$ cat config.mk
export PLATFORM = sky130hd
export DESIGN_NAME = flash_sram_host
export DESIGN_NICKNAME = d
export VERILOG_FILES = /design/src/flash_sram_pkg.sv /design/src/pin_cycle.sv /design/src/flash_sram_host.sv
export VERILOG_INCLUDE_DIRS = /design/src
export SDC_FILE = /design/constraint.sdc
export NUM_CORES = 1
export LEC_CHECK = 0
export BUFFER_PORTS_ARGS = -buffer_cell sky130_fd_sc_hd__buf_2
export CORE_MARGIN = 4
export CORE_UTILIZATION = 56
export CTS_BUF_LIST = sky130_fd_sc_hd__clkbuf_4 sky130_fd_sc_hd__clkbuf_8
export DETAILED_ROUTE_END_ITERATION = 7
export PLACE_DENSITY = 0.8
export SYNTH_ARGS = -nofsm -noshare
export SYNTH_HDL_FRONTEND = slang
export SYNTH_SLANG_ARGS = --single-unit
$ cat constraint.sdc
create_clock -name core_clk -period 2.2 [get_ports core_clk]
set_input_delay 0.11 -clock core_clk [delete_from_list [all_inputs] [get_ports core_clk]]
set_output_delay 0.11 -clock core_clk [all_outputs]
set_load 0.1 [all_outputs]
$ cat src/flash_sram_map.svh
`ifndef FLASH_SRAM_MAP_SVH
`define FLASH_SRAM_MAP_SVH

// clock and bus timing
`define CLK_PERIOD_NS 100
`define STROBE_NS 150
`define RESET_LOW_NS 500
`define RESET_RECOVER_NS 300
`define STROBE_CYC ((`STROBE_NS + `CLK_PERIOD_NS - 1) / `CLK_PERIOD_NS)
`define RESET_LOW_CYC ((`RESET_LOW_NS + `CLK_PERIOD_NS - 1) / `CLK_PERIOD_NS)
`define RESET_RECOVER_CYC ((`RESET_RECOVER_NS + `CLK_PERIOD_NS - 1) / `CLK_PERIOD_NS)

// widths
`define ADDR_W 21
`define DATA_W 16

// flash command words, neutral defaults
`define CMD_READ_ARRAY 16'h0001
`define CMD_READ_STATUS 16'h0002
`define CMD_PROGRAM 16'h0003
`define CMD_ERASE_SETUP 16'h0004
`define CMD_ERASE_CONFIRM 16'h0005
`define CMD_LOCK_SETUP 16'h0006
`define CMD_LOCK_CONFIRM 16'h0007
`define CMD_UNLOCK_CONFIRM 16'h0008
`define CMD_SUSPEND 16'h0009
`define CMD_RESUME 16'h000a

// status word field
`define STATUS_READY_BIT 0

`endif

$ cat src/flash_sram_pkg.sv
package flash_sram_pkg;

   typedef enum logic [3:0] {
      OP_FLASH_READ,
      OP_FLASH_STATUS,
      OP_FLASH_PROGRAM,
      OP_FLASH_ERASE,
      OP_FLASH_LOCK,
      OP_FLASH_UNLOCK,
      OP_FLASH_SUSPEND,
      OP_FLASH_RESUME,
      OP_FLASH_RESET,
      OP_SRAM_READ,
      OP_SRAM_WRITE
   } op_e;

   typedef struct packed {
      logic valid;
      logic wr;
      logic sram;
      logic [15:0] data;
   } cyc_s;

endpackage

$ cat src/pin_cycle.sv
`timescale 1ns/1ps
`default_nettype none
`include "flash_sram_map.svh"

module pin_cycle #(
   parameter int STROBE_CYC = `STROBE_CYC
) (
   input wire logic core_clk,
   input wire logic rst_n,
   input wire logic start,
   input wire logic is_write,
   input wire logic to_sram,
   input wire logic [`ADDR_W-1:0] addr,
   input wire logic [`DATA_W-1:0] wdata,
   input wire logic [1:0] lane_n,
   input wire logic [`DATA_W-1:0] dq_in,
   output logic [`ADDR_W-1:0] addr_pin,
   output logic [`DATA_W-1:0] dq_out,
   output logic dq_oe,
   output logic flash_ce_n,
   output logic flash_oe_n,
   output logic flash_we_n,
   output logic sram_select1_n,
   output logic sram_select2,
   output logic sram_oe_n,
   output logic sram_we_n,
   output logic sram_upper_lane_n,
   output logic sram_lower_lane_n,
   output logic [`DATA_W-1:0] rdata,
   output logic done
);

   typedef enum logic [1:0] {PH_IDLE, PH_SETUP, PH_STROBE, PH_HOLD} phase_e;

   localparam logic [7:0] STROBE_LAST = 8'(STROBE_CYC - 1);

   phase_e phase_reg;
   logic [7:0] cnt_reg;
   logic wr_reg;
   logic sram_reg;

   always_ff @(posedge core_clk or negedge rst_n) begin
      if (!rst_n) begin
         phase_reg <= PH_IDLE;
         cnt_reg <= 8'h00;
         wr_reg <= 1'b0;
         sram_reg <= 1'b0;
         done <= 1'b0;
      end else begin
         done <= 1'b0;
         unique case (phase_reg)
            PH_IDLE: begin
               if (start) begin
                  wr_reg <= is_write;
                  sram_reg <= to_sram;
                  phase_reg <= PH_SETUP;
               end
            end
            PH_SETUP: begin
               cnt_reg <= 8'h00;
               phase_reg <= PH_STROBE;
            end
            PH_STROBE: begin
               cnt_reg <= cnt_reg + 8'h01;
               if (cnt_reg == STROBE_LAST) begin
                  phase_reg <= PH_HOLD;
               end
            end
            PH_HOLD: begin
               done <= 1'b1;
               phase_reg <= PH_IDLE;
            end
         endcase
      end
   end

   // address and write data stay put from setup through hold
   always_ff @(posedge core_clk or negedge rst_n) begin
      if (!rst_n) begin
         addr_pin <= '0;
         dq_out <= '0;
         sram_upper_lane_n <= 1'b1;
         sram_lower_lane_n <= 1'b1;
      end else if (phase_reg == PH_IDLE && start) begin
         addr_pin <= addr;
         dq_out <= wdata;
         sram_upper_lane_n <= lane_n[1];
         sram_lower_lane_n <= lane_n[0];
      end else if (phase_reg == PH_HOLD) begin
         sram_upper_lane_n <= 1'b1;
         sram_lower_lane_n <= 1'b1;
      end
   end

   // strobes and selects
   always_ff @(posedge core_clk or negedge rst_n) begin
      if (!rst_n) begin
         flash_ce_n <= 1'b1;
         flash_oe_n <= 1'b1;
         flash_we_n <= 1'b1;
         sram_select1_n <= 1'b1;
         sram_select2 <= 1'b0;
         sram_oe_n <= 1'b1;
         sram_we_n <= 1'b1;
         dq_oe <= 1'b0;
      end else begin
         unique case (phase_reg)
            PH_IDLE: begin
               flash_ce_n <= !(start && !to_sram);
               sram_select1_n <= !(start && to_sram);
               sram_select2 <= start && to_sram;
               dq_oe <= start && is_write;
            end
            PH_SETUP: begin
               flash_we_n <= !(wr_reg && !sram_reg);
               flash_oe_n <= !(!wr_reg && !sram_reg);
               sram_we_n <= !(wr_reg && sram_reg);
               sram_oe_n <= !(!wr_reg && sram_reg);
            end
            PH_STROBE: begin
               if (cnt_reg == STROBE_LAST) begin
                  flash_we_n <= 1'b1;
                  flash_oe_n <= 1'b1;
                  sram_we_n <= 1'b1;
                  sram_oe_n <= 1'b1;
               end
            end
            PH_HOLD: begin
               flash_ce_n <= 1'b1;
               sram_select1_n <= 1'b1;
               sram_select2 <= 1'b0;
               dq_oe <= 1'b0;
            end
         endcase
      end
   end

   always_ff @(posedge core_clk or negedge rst_n) begin
      if (!rst_n) begin
         rdata <= '0;
      end else if (phase_reg == PH_STROBE && cnt_reg == STROBE_LAST && !wr_reg) begin
         rdata <= dq_in;
      end
   end

   a_data_at_rise: assert property (@(posedge core_clk) disable iff (!rst_n)
      $rose(flash_we_n) |-> dq_oe && !flash_ce_n)
      else $error("write data not held at write strobe rise");

   a_read_floats: assert property (@(posedge core_clk) disable iff (!rst_n)
      (!flash_oe_n || !sram_oe_n) |-> !dq_oe)
      else $error("host drives data bus during a read");

   a_cycle_ends: assert property (@(posedge core_clk) disable iff (!rst_n)
      (phase_reg == PH_IDLE && start) |-> ##[3:40] done)
      else $error("bus cycle did not finish in time");

endmodule
`default_nettype wire

$ cat src/flash_sram_host.sv
// Functional notes
// - program or erase is started by two bus writes; launch after the second.
// - host may suspend program or erase, then read other blocks; the host polls program and erase to ready before it takes a suspend.
// - host resets flash by driving the reset pin low, also at system reset.
// - program data sits on the data bus in the second write cycle.
`timescale 1ns/1ps
`default_nettype none
`include "flash_sram_map.svh"

module flash_sram_host
   import flash_sram_pkg::*;
#(
   parameter int STROBE_CYC = `STROBE_CYC,
   parameter logic [15:0] CMD_READ_ARRAY = `CMD_READ_ARRAY,
   parameter logic [15:0] CMD_READ_STATUS = `CMD_READ_STATUS,
   parameter logic [15:0] CMD_PROGRAM = `CMD_PROGRAM,
   parameter logic [15:0] CMD_ERASE_SETUP = `CMD_ERASE_SETUP,
   parameter logic [15:0] CMD_ERASE_CONFIRM = `CMD_ERASE_CONFIRM,
   parameter logic [15:0] CMD_LOCK_SETUP = `CMD_LOCK_SETUP,
   parameter logic [15:0] CMD_LOCK_CONFIRM = `CMD_LOCK_CONFIRM,
   parameter logic [15:0] CMD_UNLOCK_CONFIRM = `CMD_UNLOCK_CONFIRM,
   parameter logic [15:0] CMD_SUSPEND = `CMD_SUSPEND,
   parameter logic [15:0] CMD_RESUME = `CMD_RESUME,
   parameter int READY_BIT = `STATUS_READY_BIT
) (
   input wire logic core_clk,
   input wire logic rst_n,
   input wire logic cmd_valid,
   input wire op_e cmd_op,
   input wire logic [`ADDR_W-1:0] cmd_addr,
   input wire logic [`DATA_W-1:0] cmd_wdata,
   input wire logic [1:0] cmd_lane_n,
   input wire logic lockdown_protect,
   output logic cmd_ready,
   output logic cmd_done,
   output logic [`DATA_W-1:0] cmd_rdata,
   input wire logic [`DATA_W-1:0] dq_in,
   output logic [`DATA_W-1:0] dq_out,
   output logic dq_oe,
   output logic [`ADDR_W-1:0] addr,
   output logic flash_ce_n,
   output logic flash_oe_n,
   output logic flash_we_n,
   output logic flash_reset_powerdown_n,
   output logic flash_wp_n,
   output logic sram_select1_n,
   output logic sram_select2,
   output logic sram_oe_n,
   output logic sram_we_n,
   output logic sram_upper_lane_n,
   output logic sram_lower_lane_n
);

   typedef enum logic [2:0] {
      ST_RST_LOW, ST_RST_REC, ST_IDLE, ST_ISSUE, ST_WAIT, ST_POLL, ST_POLL_WAIT, ST_TAIL_WAIT
   } state_e;

   localparam logic [7:0] RST_LOW_LAST = 8'(`RESET_LOW_CYC - 1);
   localparam logic [7:0] RST_REC_LAST = 8'(`RESET_RECOVER_CYC - 1);

   state_e state_reg;
   op_e op_reg;
   logic [`ADDR_W-1:0] addr_reg;
   logic [`DATA_W-1:0] data_reg;
   logic [1:0] lane_reg;
   logic [1:0] step_reg;
   logic [7:0] rst_cnt_reg;
   logic start_reg;
   logic start_wr_reg;
   logic start_sram_reg;
   logic [`DATA_W-1:0] start_data_reg;
   logic cyc_done;
   logic [`DATA_W-1:0] cyc_rdata;
   cyc_s step_c;

   // bus cycle list of each operation; valid low ends the list
   function automatic cyc_s step_cycle(op_e op, logic [1:0] step, logic [15:0] wd);
      cyc_s c;
      c = '{valid: 1'b0, wr: 1'b1, sram: 1'b0, data: 16'h0000};
      unique case (op)
         OP_FLASH_READ: begin
            c.valid = (step < 2'd2);
            c.wr = (step == 2'd0);
            c.data = CMD_READ_ARRAY;
         end
         OP_FLASH_STATUS: begin
            c.valid = (step < 2'd2);
            c.wr = (step == 2'd0);
            c.data = CMD_READ_STATUS;
         end
         OP_FLASH_PROGRAM: begin
            c.valid = (step < 2'd2);
            c.data = (step == 2'd0) ? CMD_PROGRAM : wd;
         end
         OP_FLASH_ERASE: begin
            c.valid = (step < 2'd2);
            c.data = (step == 2'd0) ? CMD_ERASE_SETUP : CMD_ERASE_CONFIRM;
         end
         OP_FLASH_LOCK: begin
            c.valid = (step < 2'd2);
            c.data = (step == 2'd0) ? CMD_LOCK_SETUP : CMD_LOCK_CONFIRM;
         end
         OP_FLASH_UNLOCK: begin
            c.valid = (step < 2'd2);
            c.data = (step == 2'd0) ? CMD_LOCK_SETUP : CMD_UNLOCK_CONFIRM;
         end
         OP_FLASH_SUSPEND: begin
            c.valid = (step == 2'd0);
            c.data = CMD_SUSPEND;
         end
         OP_FLASH_RESUME: begin
            c.valid = (step == 2'd0);
            c.data = CMD_RESUME;
         end
         OP_SRAM_READ: begin
            c.valid = (step == 2'd0);
            c.wr = 1'b0;
            c.sram = 1'b1;
         end
         OP_SRAM_WRITE: begin
            c.valid = (step == 2'd0);
            c.sram = 1'b1;
            c.data = wd;
         end
         default: c.valid = 1'b0;
      endcase
      return c;
   endfunction

   function automatic logic needs_poll(op_e op);
      return op == OP_FLASH_PROGRAM || op == OP_FLASH_ERASE || op == OP_FLASH_SUSPEND;
   endfunction

   assign step_c = step_cycle(op_reg, step_reg, data_reg);

   always_ff @(posedge core_clk or negedge rst_n) begin
      if (!rst_n) begin
         state_reg <= ST_RST_LOW;
         op_reg <= OP_FLASH_READ;
         addr_reg <= '0;
         data_reg <= '0;
         lane_reg <= 2'b11;
         step_reg <= 2'd0;
         rst_cnt_reg <= 8'h00;
         start_reg <= 1'b0;
         start_wr_reg <= 1'b0;
         start_sram_reg <= 1'b0;
         start_data_reg <= '0;
         cmd_ready <= 1'b0;
         cmd_done <= 1'b0;
         cmd_rdata <= '0;
      end else begin
         start_reg <= 1'b0;
         cmd_done <= 1'b0;
         unique case (state_reg)
            ST_RST_LOW: begin
               rst_cnt_reg <= rst_cnt_reg + 8'h01;
               if (rst_cnt_reg == RST_LOW_LAST) begin
                  rst_cnt_reg <= 8'h00;
                  state_reg <= ST_RST_REC;
               end
            end
            ST_RST_REC: begin
               rst_cnt_reg <= rst_cnt_reg + 8'h01;
               if (rst_cnt_reg == RST_REC_LAST) begin
                  rst_cnt_reg <= 8'h00;
                  cmd_done <= (op_reg == OP_FLASH_RESET);
                  cmd_ready <= 1'b1;
                  state_reg <= ST_IDLE;
               end
            end
            ST_IDLE: begin
               if (cmd_valid) begin
                  op_reg <= cmd_op;
                  addr_reg <= cmd_addr;
                  data_reg <= cmd_wdata;
                  lane_reg <= cmd_lane_n;
                  step_reg <= 2'd0;
                  cmd_ready <= 1'b0;
                  state_reg <= (cmd_op == OP_FLASH_RESET) ? ST_RST_LOW : ST_ISSUE;
               end
            end
            ST_ISSUE: begin
               if (step_c.valid) begin
                  start_reg <= 1'b1;
                  start_wr_reg <= step_c.wr;
                  start_sram_reg <= step_c.sram;
                  start_data_reg <= step_c.data;
                  state_reg <= ST_WAIT;
               end else if (needs_poll(op_reg)) begin
                  state_reg <= ST_POLL;
               end else begin
                  cmd_done <= 1'b1;
                  cmd_ready <= 1'b1;
                  state_reg <= ST_IDLE;
               end
            end
            ST_WAIT: begin
               if (cyc_done) begin
                  if (!start_wr_reg) begin
                     cmd_rdata <= cyc_rdata;
                  end
                  step_reg <= step_reg + 2'd1;
                  state_reg <= ST_ISSUE;
               end
            end
            ST_POLL: begin
               start_reg <= 1'b1;
               start_wr_reg <= 1'b0;
               start_sram_reg <= 1'b0;
               state_reg <= ST_POLL_WAIT;
            end
            ST_POLL_WAIT: begin
               if (cyc_done) begin
                  if (cyc_rdata[READY_BIT]) begin
                     cmd_rdata <= cyc_rdata;
                     start_reg <= 1'b1;
                     start_wr_reg <= 1'b1;
                     start_data_reg <= CMD_READ_ARRAY;
                     state_reg <= ST_TAIL_WAIT;
                  end else begin
                     state_reg <= ST_POLL;
                  end
               end
            end
            ST_TAIL_WAIT: begin
               if (cyc_done) begin
                  cmd_done <= 1'b1;
                  cmd_ready <= 1'b1;
                  state_reg <= ST_IDLE;
               end
            end
         endcase
      end
   end

   // reset pin low from system reset and during a reset operation
   always_ff @(posedge core_clk or negedge rst_n) begin
      if (!rst_n) begin
         flash_reset_powerdown_n <= 1'b0;
      end else begin
         // pin falls in the take cycle so the low time spans the whole reset count
         flash_reset_powerdown_n <= !((state_reg == ST_IDLE && cmd_valid
            && cmd_op == OP_FLASH_RESET)
            || (state_reg == ST_RST_LOW && rst_cnt_reg != RST_LOW_LAST));
      end
   end

   // write protect low holds lock-down marked blocks locked
   always_ff @(posedge core_clk or negedge rst_n) begin
      if (!rst_n) begin
         flash_wp_n <= 1'b0;
      end else begin
         flash_wp_n <= !lockdown_protect;
      end
   end

   pin_cycle #(
      .STROBE_CYC(STROBE_CYC)
   ) u_cycle (
      .core_clk(core_clk),
      .rst_n(rst_n),
      .start(start_reg),
      .is_write(start_wr_reg),
      .to_sram(start_sram_reg),
      .addr(addr_reg),
      .wdata(start_data_reg),
      .lane_n(start_sram_reg ? lane_reg : 2'b11),
      .dq_in(dq_in),
      .addr_pin(addr),
      .dq_out(dq_out),
      .dq_oe(dq_oe),
      .flash_ce_n(flash_ce_n),
      .flash_oe_n(flash_oe_n),
      .flash_we_n(flash_we_n),
      .sram_select1_n(sram_select1_n),
      .sram_select2(sram_select2),
      .sram_oe_n(sram_oe_n),
      .sram_we_n(sram_we_n),
      .sram_upper_lane_n(sram_upper_lane_n),
      .sram_lower_lane_n(sram_lower_lane_n),
      .rdata(cyc_rdata),
      .done(cyc_done)
   );

   // helper counters for the checks
   logic we_prev;
   logic [2:0] we_rises;
   logic [7:0] low_run;
   always_ff @(posedge core_clk or negedge rst_n) begin
      if (!rst_n) begin
         we_prev <= 1'b1;
         we_rises <= 3'd0;
         low_run <= 8'h00;
      end else begin
         we_prev <= flash_we_n;
         if (state_reg == ST_IDLE) begin
            we_rises <= 3'd0;
         end else if (flash_we_n && !we_prev) begin
            we_rises <= we_rises + 3'd1;
         end
         low_run <= flash_reset_powerdown_n ? 8'h00 : low_run + 8'h01;
      end
   end

   a_reset_pulse_len: assert property (@(posedge core_clk) disable iff (!rst_n)
      $rose(flash_reset_powerdown_n) |-> $past(low_run) >= RST_LOW_LAST)
      else $error("flash reset pulse too short");

   a_two_write_launch: assert property (@(posedge core_clk) disable iff (!rst_n)
      (state_reg == ST_POLL && $past(state_reg) == ST_ISSUE
       && (op_reg == OP_FLASH_PROGRAM || op_reg == OP_FLASH_ERASE)) |-> we_rises == 3'd2)
      else $error("program or erase not launched by exactly two writes");

   a_second_write_data: assert property (@(posedge core_clk) disable iff (!rst_n)
      (op_reg == OP_FLASH_PROGRAM && we_rises == 3'd1 && flash_we_n && !we_prev)
      |-> dq_out == data_reg && dq_oe)
      else $error("program word missing on second write");

   a_sram_select: assert property (@(posedge core_clk) disable iff (!rst_n)
      (!sram_we_n || !sram_oe_n) |-> !sram_select1_n && sram_select2)
      else $error("sram strobed while not selected");

   a_one_device: assert property (@(posedge core_clk) disable iff (!rst_n)
      flash_ce_n || (sram_select1_n && !sram_select2))
      else $error("flash and sram selected together");

   a_poll_ready: assert property (@(posedge core_clk) disable iff (!rst_n)
      (cmd_done && needs_poll(op_reg)) |-> cmd_rdata[READY_BIT])
      else $error("operation finished without ready status");

   a_lane_gate: assert property (@(posedge core_clk) disable iff (!rst_n)
      !sram_we_n |-> {sram_upper_lane_n, sram_lower_lane_n} == lane_reg)
      else $error("sram lane enables do not match request");

   c_program: cover property (@(posedge core_clk) disable iff (!rst_n)
      cmd_done && op_reg == OP_FLASH_PROGRAM);
   c_erase: cover property (@(posedge core_clk) disable iff (!rst_n)
      cmd_done && op_reg == OP_FLASH_ERASE);
   c_suspend: cover property (@(posedge core_clk) disable iff (!rst_n)
      cmd_done && op_reg == OP_FLASH_SUSPEND);
   c_sram_write: cover property (@(posedge core_clk) disable iff (!rst_n)
      cmd_done && op_reg == OP_SRAM_WRITE);

endmodule
`default_nettype wire

## Word level (Yosys, flattened, before mapping)

Cells that the tools add are included.

- Order comparisons: 1
- Reduce and logical (&&, ||, !) cells: 56
- Multiplexer cells: 73
- $add $sub $neg: 3
- Equality and inequality tests: 38

Operator list:

| operator | count |
|---|---|
| $pmux 16 s9 | 1 |
| $mux 16 | 8 |
| $pmux 16 s2 | 2 |
| $pmux 8 s2 | 2 |
| $mux 1 | 24 |
| $mux 3 | 8 |
| $pmux 3 s8 | 1 |
| $pmux 1 s2 | 11 |
| $add 8x1->8 const B | 2 |
| $eq 4x3->1 const B | 4 |
| $eq 4x4->1 const B | 4 |
| $mux 8 | 2 |
| $ne 2x2->1 const B | 8 |
| $reduce_bool 2->1 | 8 |
| $mux 2 | 7 |
| $logic_and 1x1->1 | 13 |
| $eq 3x3->1 const B | 4 |
| $reduce_and 6->1 | 2 |
| $logic_not 1->1 | 11 |
| $ne 2x1->1 const B | 5 |
| $reduce_and 2->1 | 5 |
| $pmux 1 s3 | 3 |
| $eq 4x2->1 const B | 2 |
| $eq 8x1->1 const B | 1 |
| other kinds (26) | 33 |

- Output and inout port bits: 67
- Input bits: 63
- Register bits after elaboration: 171
- Word-level logic and storage cells: 205

## Depth between registers and ports, before layout

- Depth in word-level cells: 6
- Gate-level depth with buffers: 8
- Mapped depth without buffers: 6

## Modules after synthesis

From an unflattened synthesis, not the netlist that was laid out.

- Cells, all modules: 586
- Area total of the unflattened synthesis: 7422.1 µm²

Modules (own cells, without submodules):

| module | area each (µm²) | cells each | instances | sequential area each (µm²) |
|---|---|---|---|---|
| flash_sram_host | 4266.6 | 365 | 1 | 2379.8 |
| pin_cycle | 3155.5 | 221 | 1 | 1911.8 |

## Worst setup path before layout

OpenSTA, ideal clock, no wires.

- Path type: register to register
- From: register u_cycle.cnt_reg[1]
- To: register u_cycle.rdata[10]
- Arrival: 1.865 ns
- Setup slack: 0.208 ns
- Buffers on the path: 1
- Setup time: 0.127 ns
- Cell stages (with the launch flop): 8
- Required time: 2.073 ns
- Clock period less this slack: 1.992 ns
- Cell sequence: dfrtp_1 -> inv_1 -> ha_1 -> or4b_4 -> nor4_4 -> nand3_2 -> buf_6 -> mux2_1

- Word-level cells in the longest chain between the ends: 3

Ends and longest elaborated chain:

| item | line | source |
|---|---|---|
| start, declared | pin_cycle.sv:38 | `logic [7:0] cnt_reg;` |
| start signal, assigned | pin_cycle.sv:64 | `cnt_reg <= cnt_reg + 8'h01;` |
| $eq 8x1->1 | pin_cycle.sv:141 | `end else if (phase_reg == PH_STROBE && cnt_reg == STROBE_LAST && !wr_reg) begin` |
| $logic_and 1x1->1 (2 in a row) | pin_cycle.sv:141 |  |
| end signal, assigned | pin_cycle.sv:142 | `rdata <= dq_in;` |
| end, declared | pin_cycle.sv:29 | `` output logic [`DATA_W-1:0] rdata, `` |

Every way passes these cells.
A chain may end at the register's enable or synchronous reset.

## Final worst setup path

- From: register u_cycle.cnt_reg[1]
- To: register u_cycle.rdata[14]

Same word-level chain as after synthesis.

==> impl_metrics.ini <==
[finish]
multiInputGateArea_um2 = 2907
fillCellCount = 848
diodes = 0
regArea_um2 = 4292
area.growth.synth_to_final_pct = 26.19
fin_nets = 838
drive_gt1_share_pct = 39.20

[drt]
via_per_inst = 5.632
post-route-drc-count = 0
route.detailed.wl_per_inst_um = 17.23
vias = 5350
wl_um = 16370
firstDrtPassIters = 5
drt_iter0_drc = 468
antenna_left = 0

[setup_path]
r2r_cells = 7
path_buf_inv = 2
reg2reg_from = u_cycle.cnt_reg[1]
critPathCaptureType = flip-flop
rr_endpoint = u_cycle.rdata[14]
critPathSlowestCell = or4b_4
critPathArrivalTime_ps = 2420
critical_path.max_fanout = 16
max_stage_delay_ps = 480
start_kind = flip-flop
crit_chain = inv_1 > ha_1 > or4b_4 > nor4_4 > nand3_2 > buf_4 > mux2_1
crit_type = reg2reg
crit_required_ps = 2530
path_delay_family = simple AND/OR/NAND/NOR gates
regToRegSetupSlack_ps = 110

[synthesis]
synth_compound_area_share_pct = 9.998
async_flop_share_pct = 100.0
synth-edff-count = 0
synth_cell_types = 70
synth_xor_area_share_pct = 0.4729
synth-seq-area-share_pct = 57.93
syn_inst = 571
synth_top_area_share_pct = 54.38
ys_top_cells_by_count = 161 x dfrtp_1, 101 x mux2_2, 22 x inv_1, 21 x nand2_1, 20 x clkbuf_1
synth_flop_cell = dfrtp_1
synth_most_common_cell = dfrtp_1
synthMuxAreaShare_pct = 17.58
synth_nets = 644
synthSimpleGateAreaFrac_pct = 9.390
synth_area_leaders = dfrtp_1 54%, mux2_2 15%, dfstp_2 3.5%
netlist_area_um2 = 7408
post-synth-top-area-cell = dfrtp_1
synth_top_family_by_area = multiplexers
yosysWarnings = 0
synth_seq_cells = 171
synth_adder_area_share_pct = 1.689
synth.avg_cell_area_um2 = 12.97

[cts]
ctsHtreeMaxLevel = 4
cts.sinks = 171
worstSkewPairLatency_ps = 460
clockBufferDepth = 2
cts_root_buf = clkbuf_8
clkSlewWorstSetupHoldPaths_ps = 80
cts_buffers = 17
cts_resized = 0
cts_tree = built

[worst_hold_path]
hold_path.class = in2reg
min_path_cells = 4
hp-start = cmd_valid
hold_end = state_reg[1]

[sta]
worst_pin_slew_ps = 767.0
finalMaxSlewViolations = 0
relSlewSlack_pct = 48.87
setup_viol = 0
rsz0062_at_grt = false
finalClockSkew_ps = 15.36
fin_crit_sh_pct = 95.09
hold_viol = 0
tns_ps = 0
period_needed_ps = 2092
clock.fmax_mhz = 478.0

[run]
maxCapViolations = 0

[floorplanning]
num_rows = 41
core_area_um2 = 12770
dieArea_um2 = 15130
ios = 130
die_width_um = 123.0
start_util_pct = 58.00
die_y_um = 123.0

[grt]
busiest_layer = met2
grt_pass1_wl_um = 27710
grt_pass1_vias = 5603
grt_usage_pct = 23.24
grt_util_met2_pct = 39.32
use_met1_pct = 28.81
grt_max_degree = 76
gr-total-overflow = 0
use_met3_pct = 6.862
antenna_found_initial = 0

[place]
gp_congestion = 0.8808
io_buffer_count = 129
hpwlAfterDp_um = 10680

[run_status]
status = completed
-- area by class of cell --
cell class                 count  area share, %
clock inverter                13          1.767
timing repair buffer         206          15.32
sequential                   171          45.90
tap                          172          2.302
inverter                      22         0.8833
clock buffer                  19          2.730
multi-input combinational    347          31.09
-- worst reg2reg max path, stage by stage (launching register included) --
cell,delay [ps]
dfrtp_1,410
inv_1,90
ha_1,140
or4b_4,480
nor4_4,210
nand3_2,100
buf_4,220
mux2_1,340
-- metal layers --
layer	routed length (um)	vias up
met2	8128	197
met5	0	-
met3	1175	29
li1	-	2471
met4	324	0
met1	6742	2653
-- logic make-up (layout without fill, tap and decap cells) --
| family | after synthesis | in the layout |
|---|---|---|
| fa+ha+maj | 10 | 10 |
| buf+inv | 53 | 260 |
| simple gates | 116 | 116 |
| xor+xnor | 4 | 4 |
| compound gates | 101 | 101 |
| flops | 171 | 171 |
| mux | 116 | 116 |
-- how the worst max path moves through the flow --
stage,from,end,slack [ps],cells after the start
2_1_floorplan,u_cycle.cnt_reg[1],u_cycle.rdata[10],210,7
3_3_place_gp,u_cycle.cnt_reg[1],u_cycle.rdata[12],210,7
3_5_place_dp,u_cycle.cnt_reg[1],u_cycle.rdata[2],130,7
4_1_cts,u_cycle.cnt_reg[1],u_cycle.rdata[14],110,7
5_1_grt,step_reg[1],cmd_ready,10,6
6_report,u_cycle.cnt_reg[1],u_cycle.rdata[14],110,7
-- stage by stage --
| stage | util [%] | cell area, um2 | instances | hold slack [ps] | setup slack, ps |
|---|---|---|---|---|---|
| 6_report | 73.19 | 9349 | 950 | 36.51 | 108.0 |
| 5_1_grt | 73.19 | 9349 | 950 | 38.30 | 13.73 |
| 4_1_cts | 73.19 | 9349 | 950 | 0.7118 | 111.9 |
| 3_5_place_dp | 65.12 | 8318 | 857 | 177.4 | 134.0 |
| 3_3_place_gp | 65.12 | 8318 | 857 | 173.0 | 208.5 |
| 2_1_floorplan | - | 7408 | 571 | -185.6 | 207.6 |
-- what timing repair did --
action,4_1_cts,5_1_grt
setup buffers,0,0
hold buffers,61,0
endpoints found under the setup margin,0,0
hold endpoints to repair,125,0
-- layout by cell type, fill, tap and decap left out, drive strengths merged, types with 17 or more instances in the layout --
| cell | instances |
|---|---|
| nand2 | 21 |
| a21oi | 17 |
| dfrtp | 161 |
| buf | 145 |
| o21ai | 21 |
| nor2 | 18 |
| dlygate4sd3 | 61 |
| mux2 | 113 |
| a22o | 18 |
| inv | 25 |
| clkbuf | 19 |
Power is left out: the tool's default activity adds up to more than one toggle a clock period on the data nets, which glitch-free logic cannot reach.
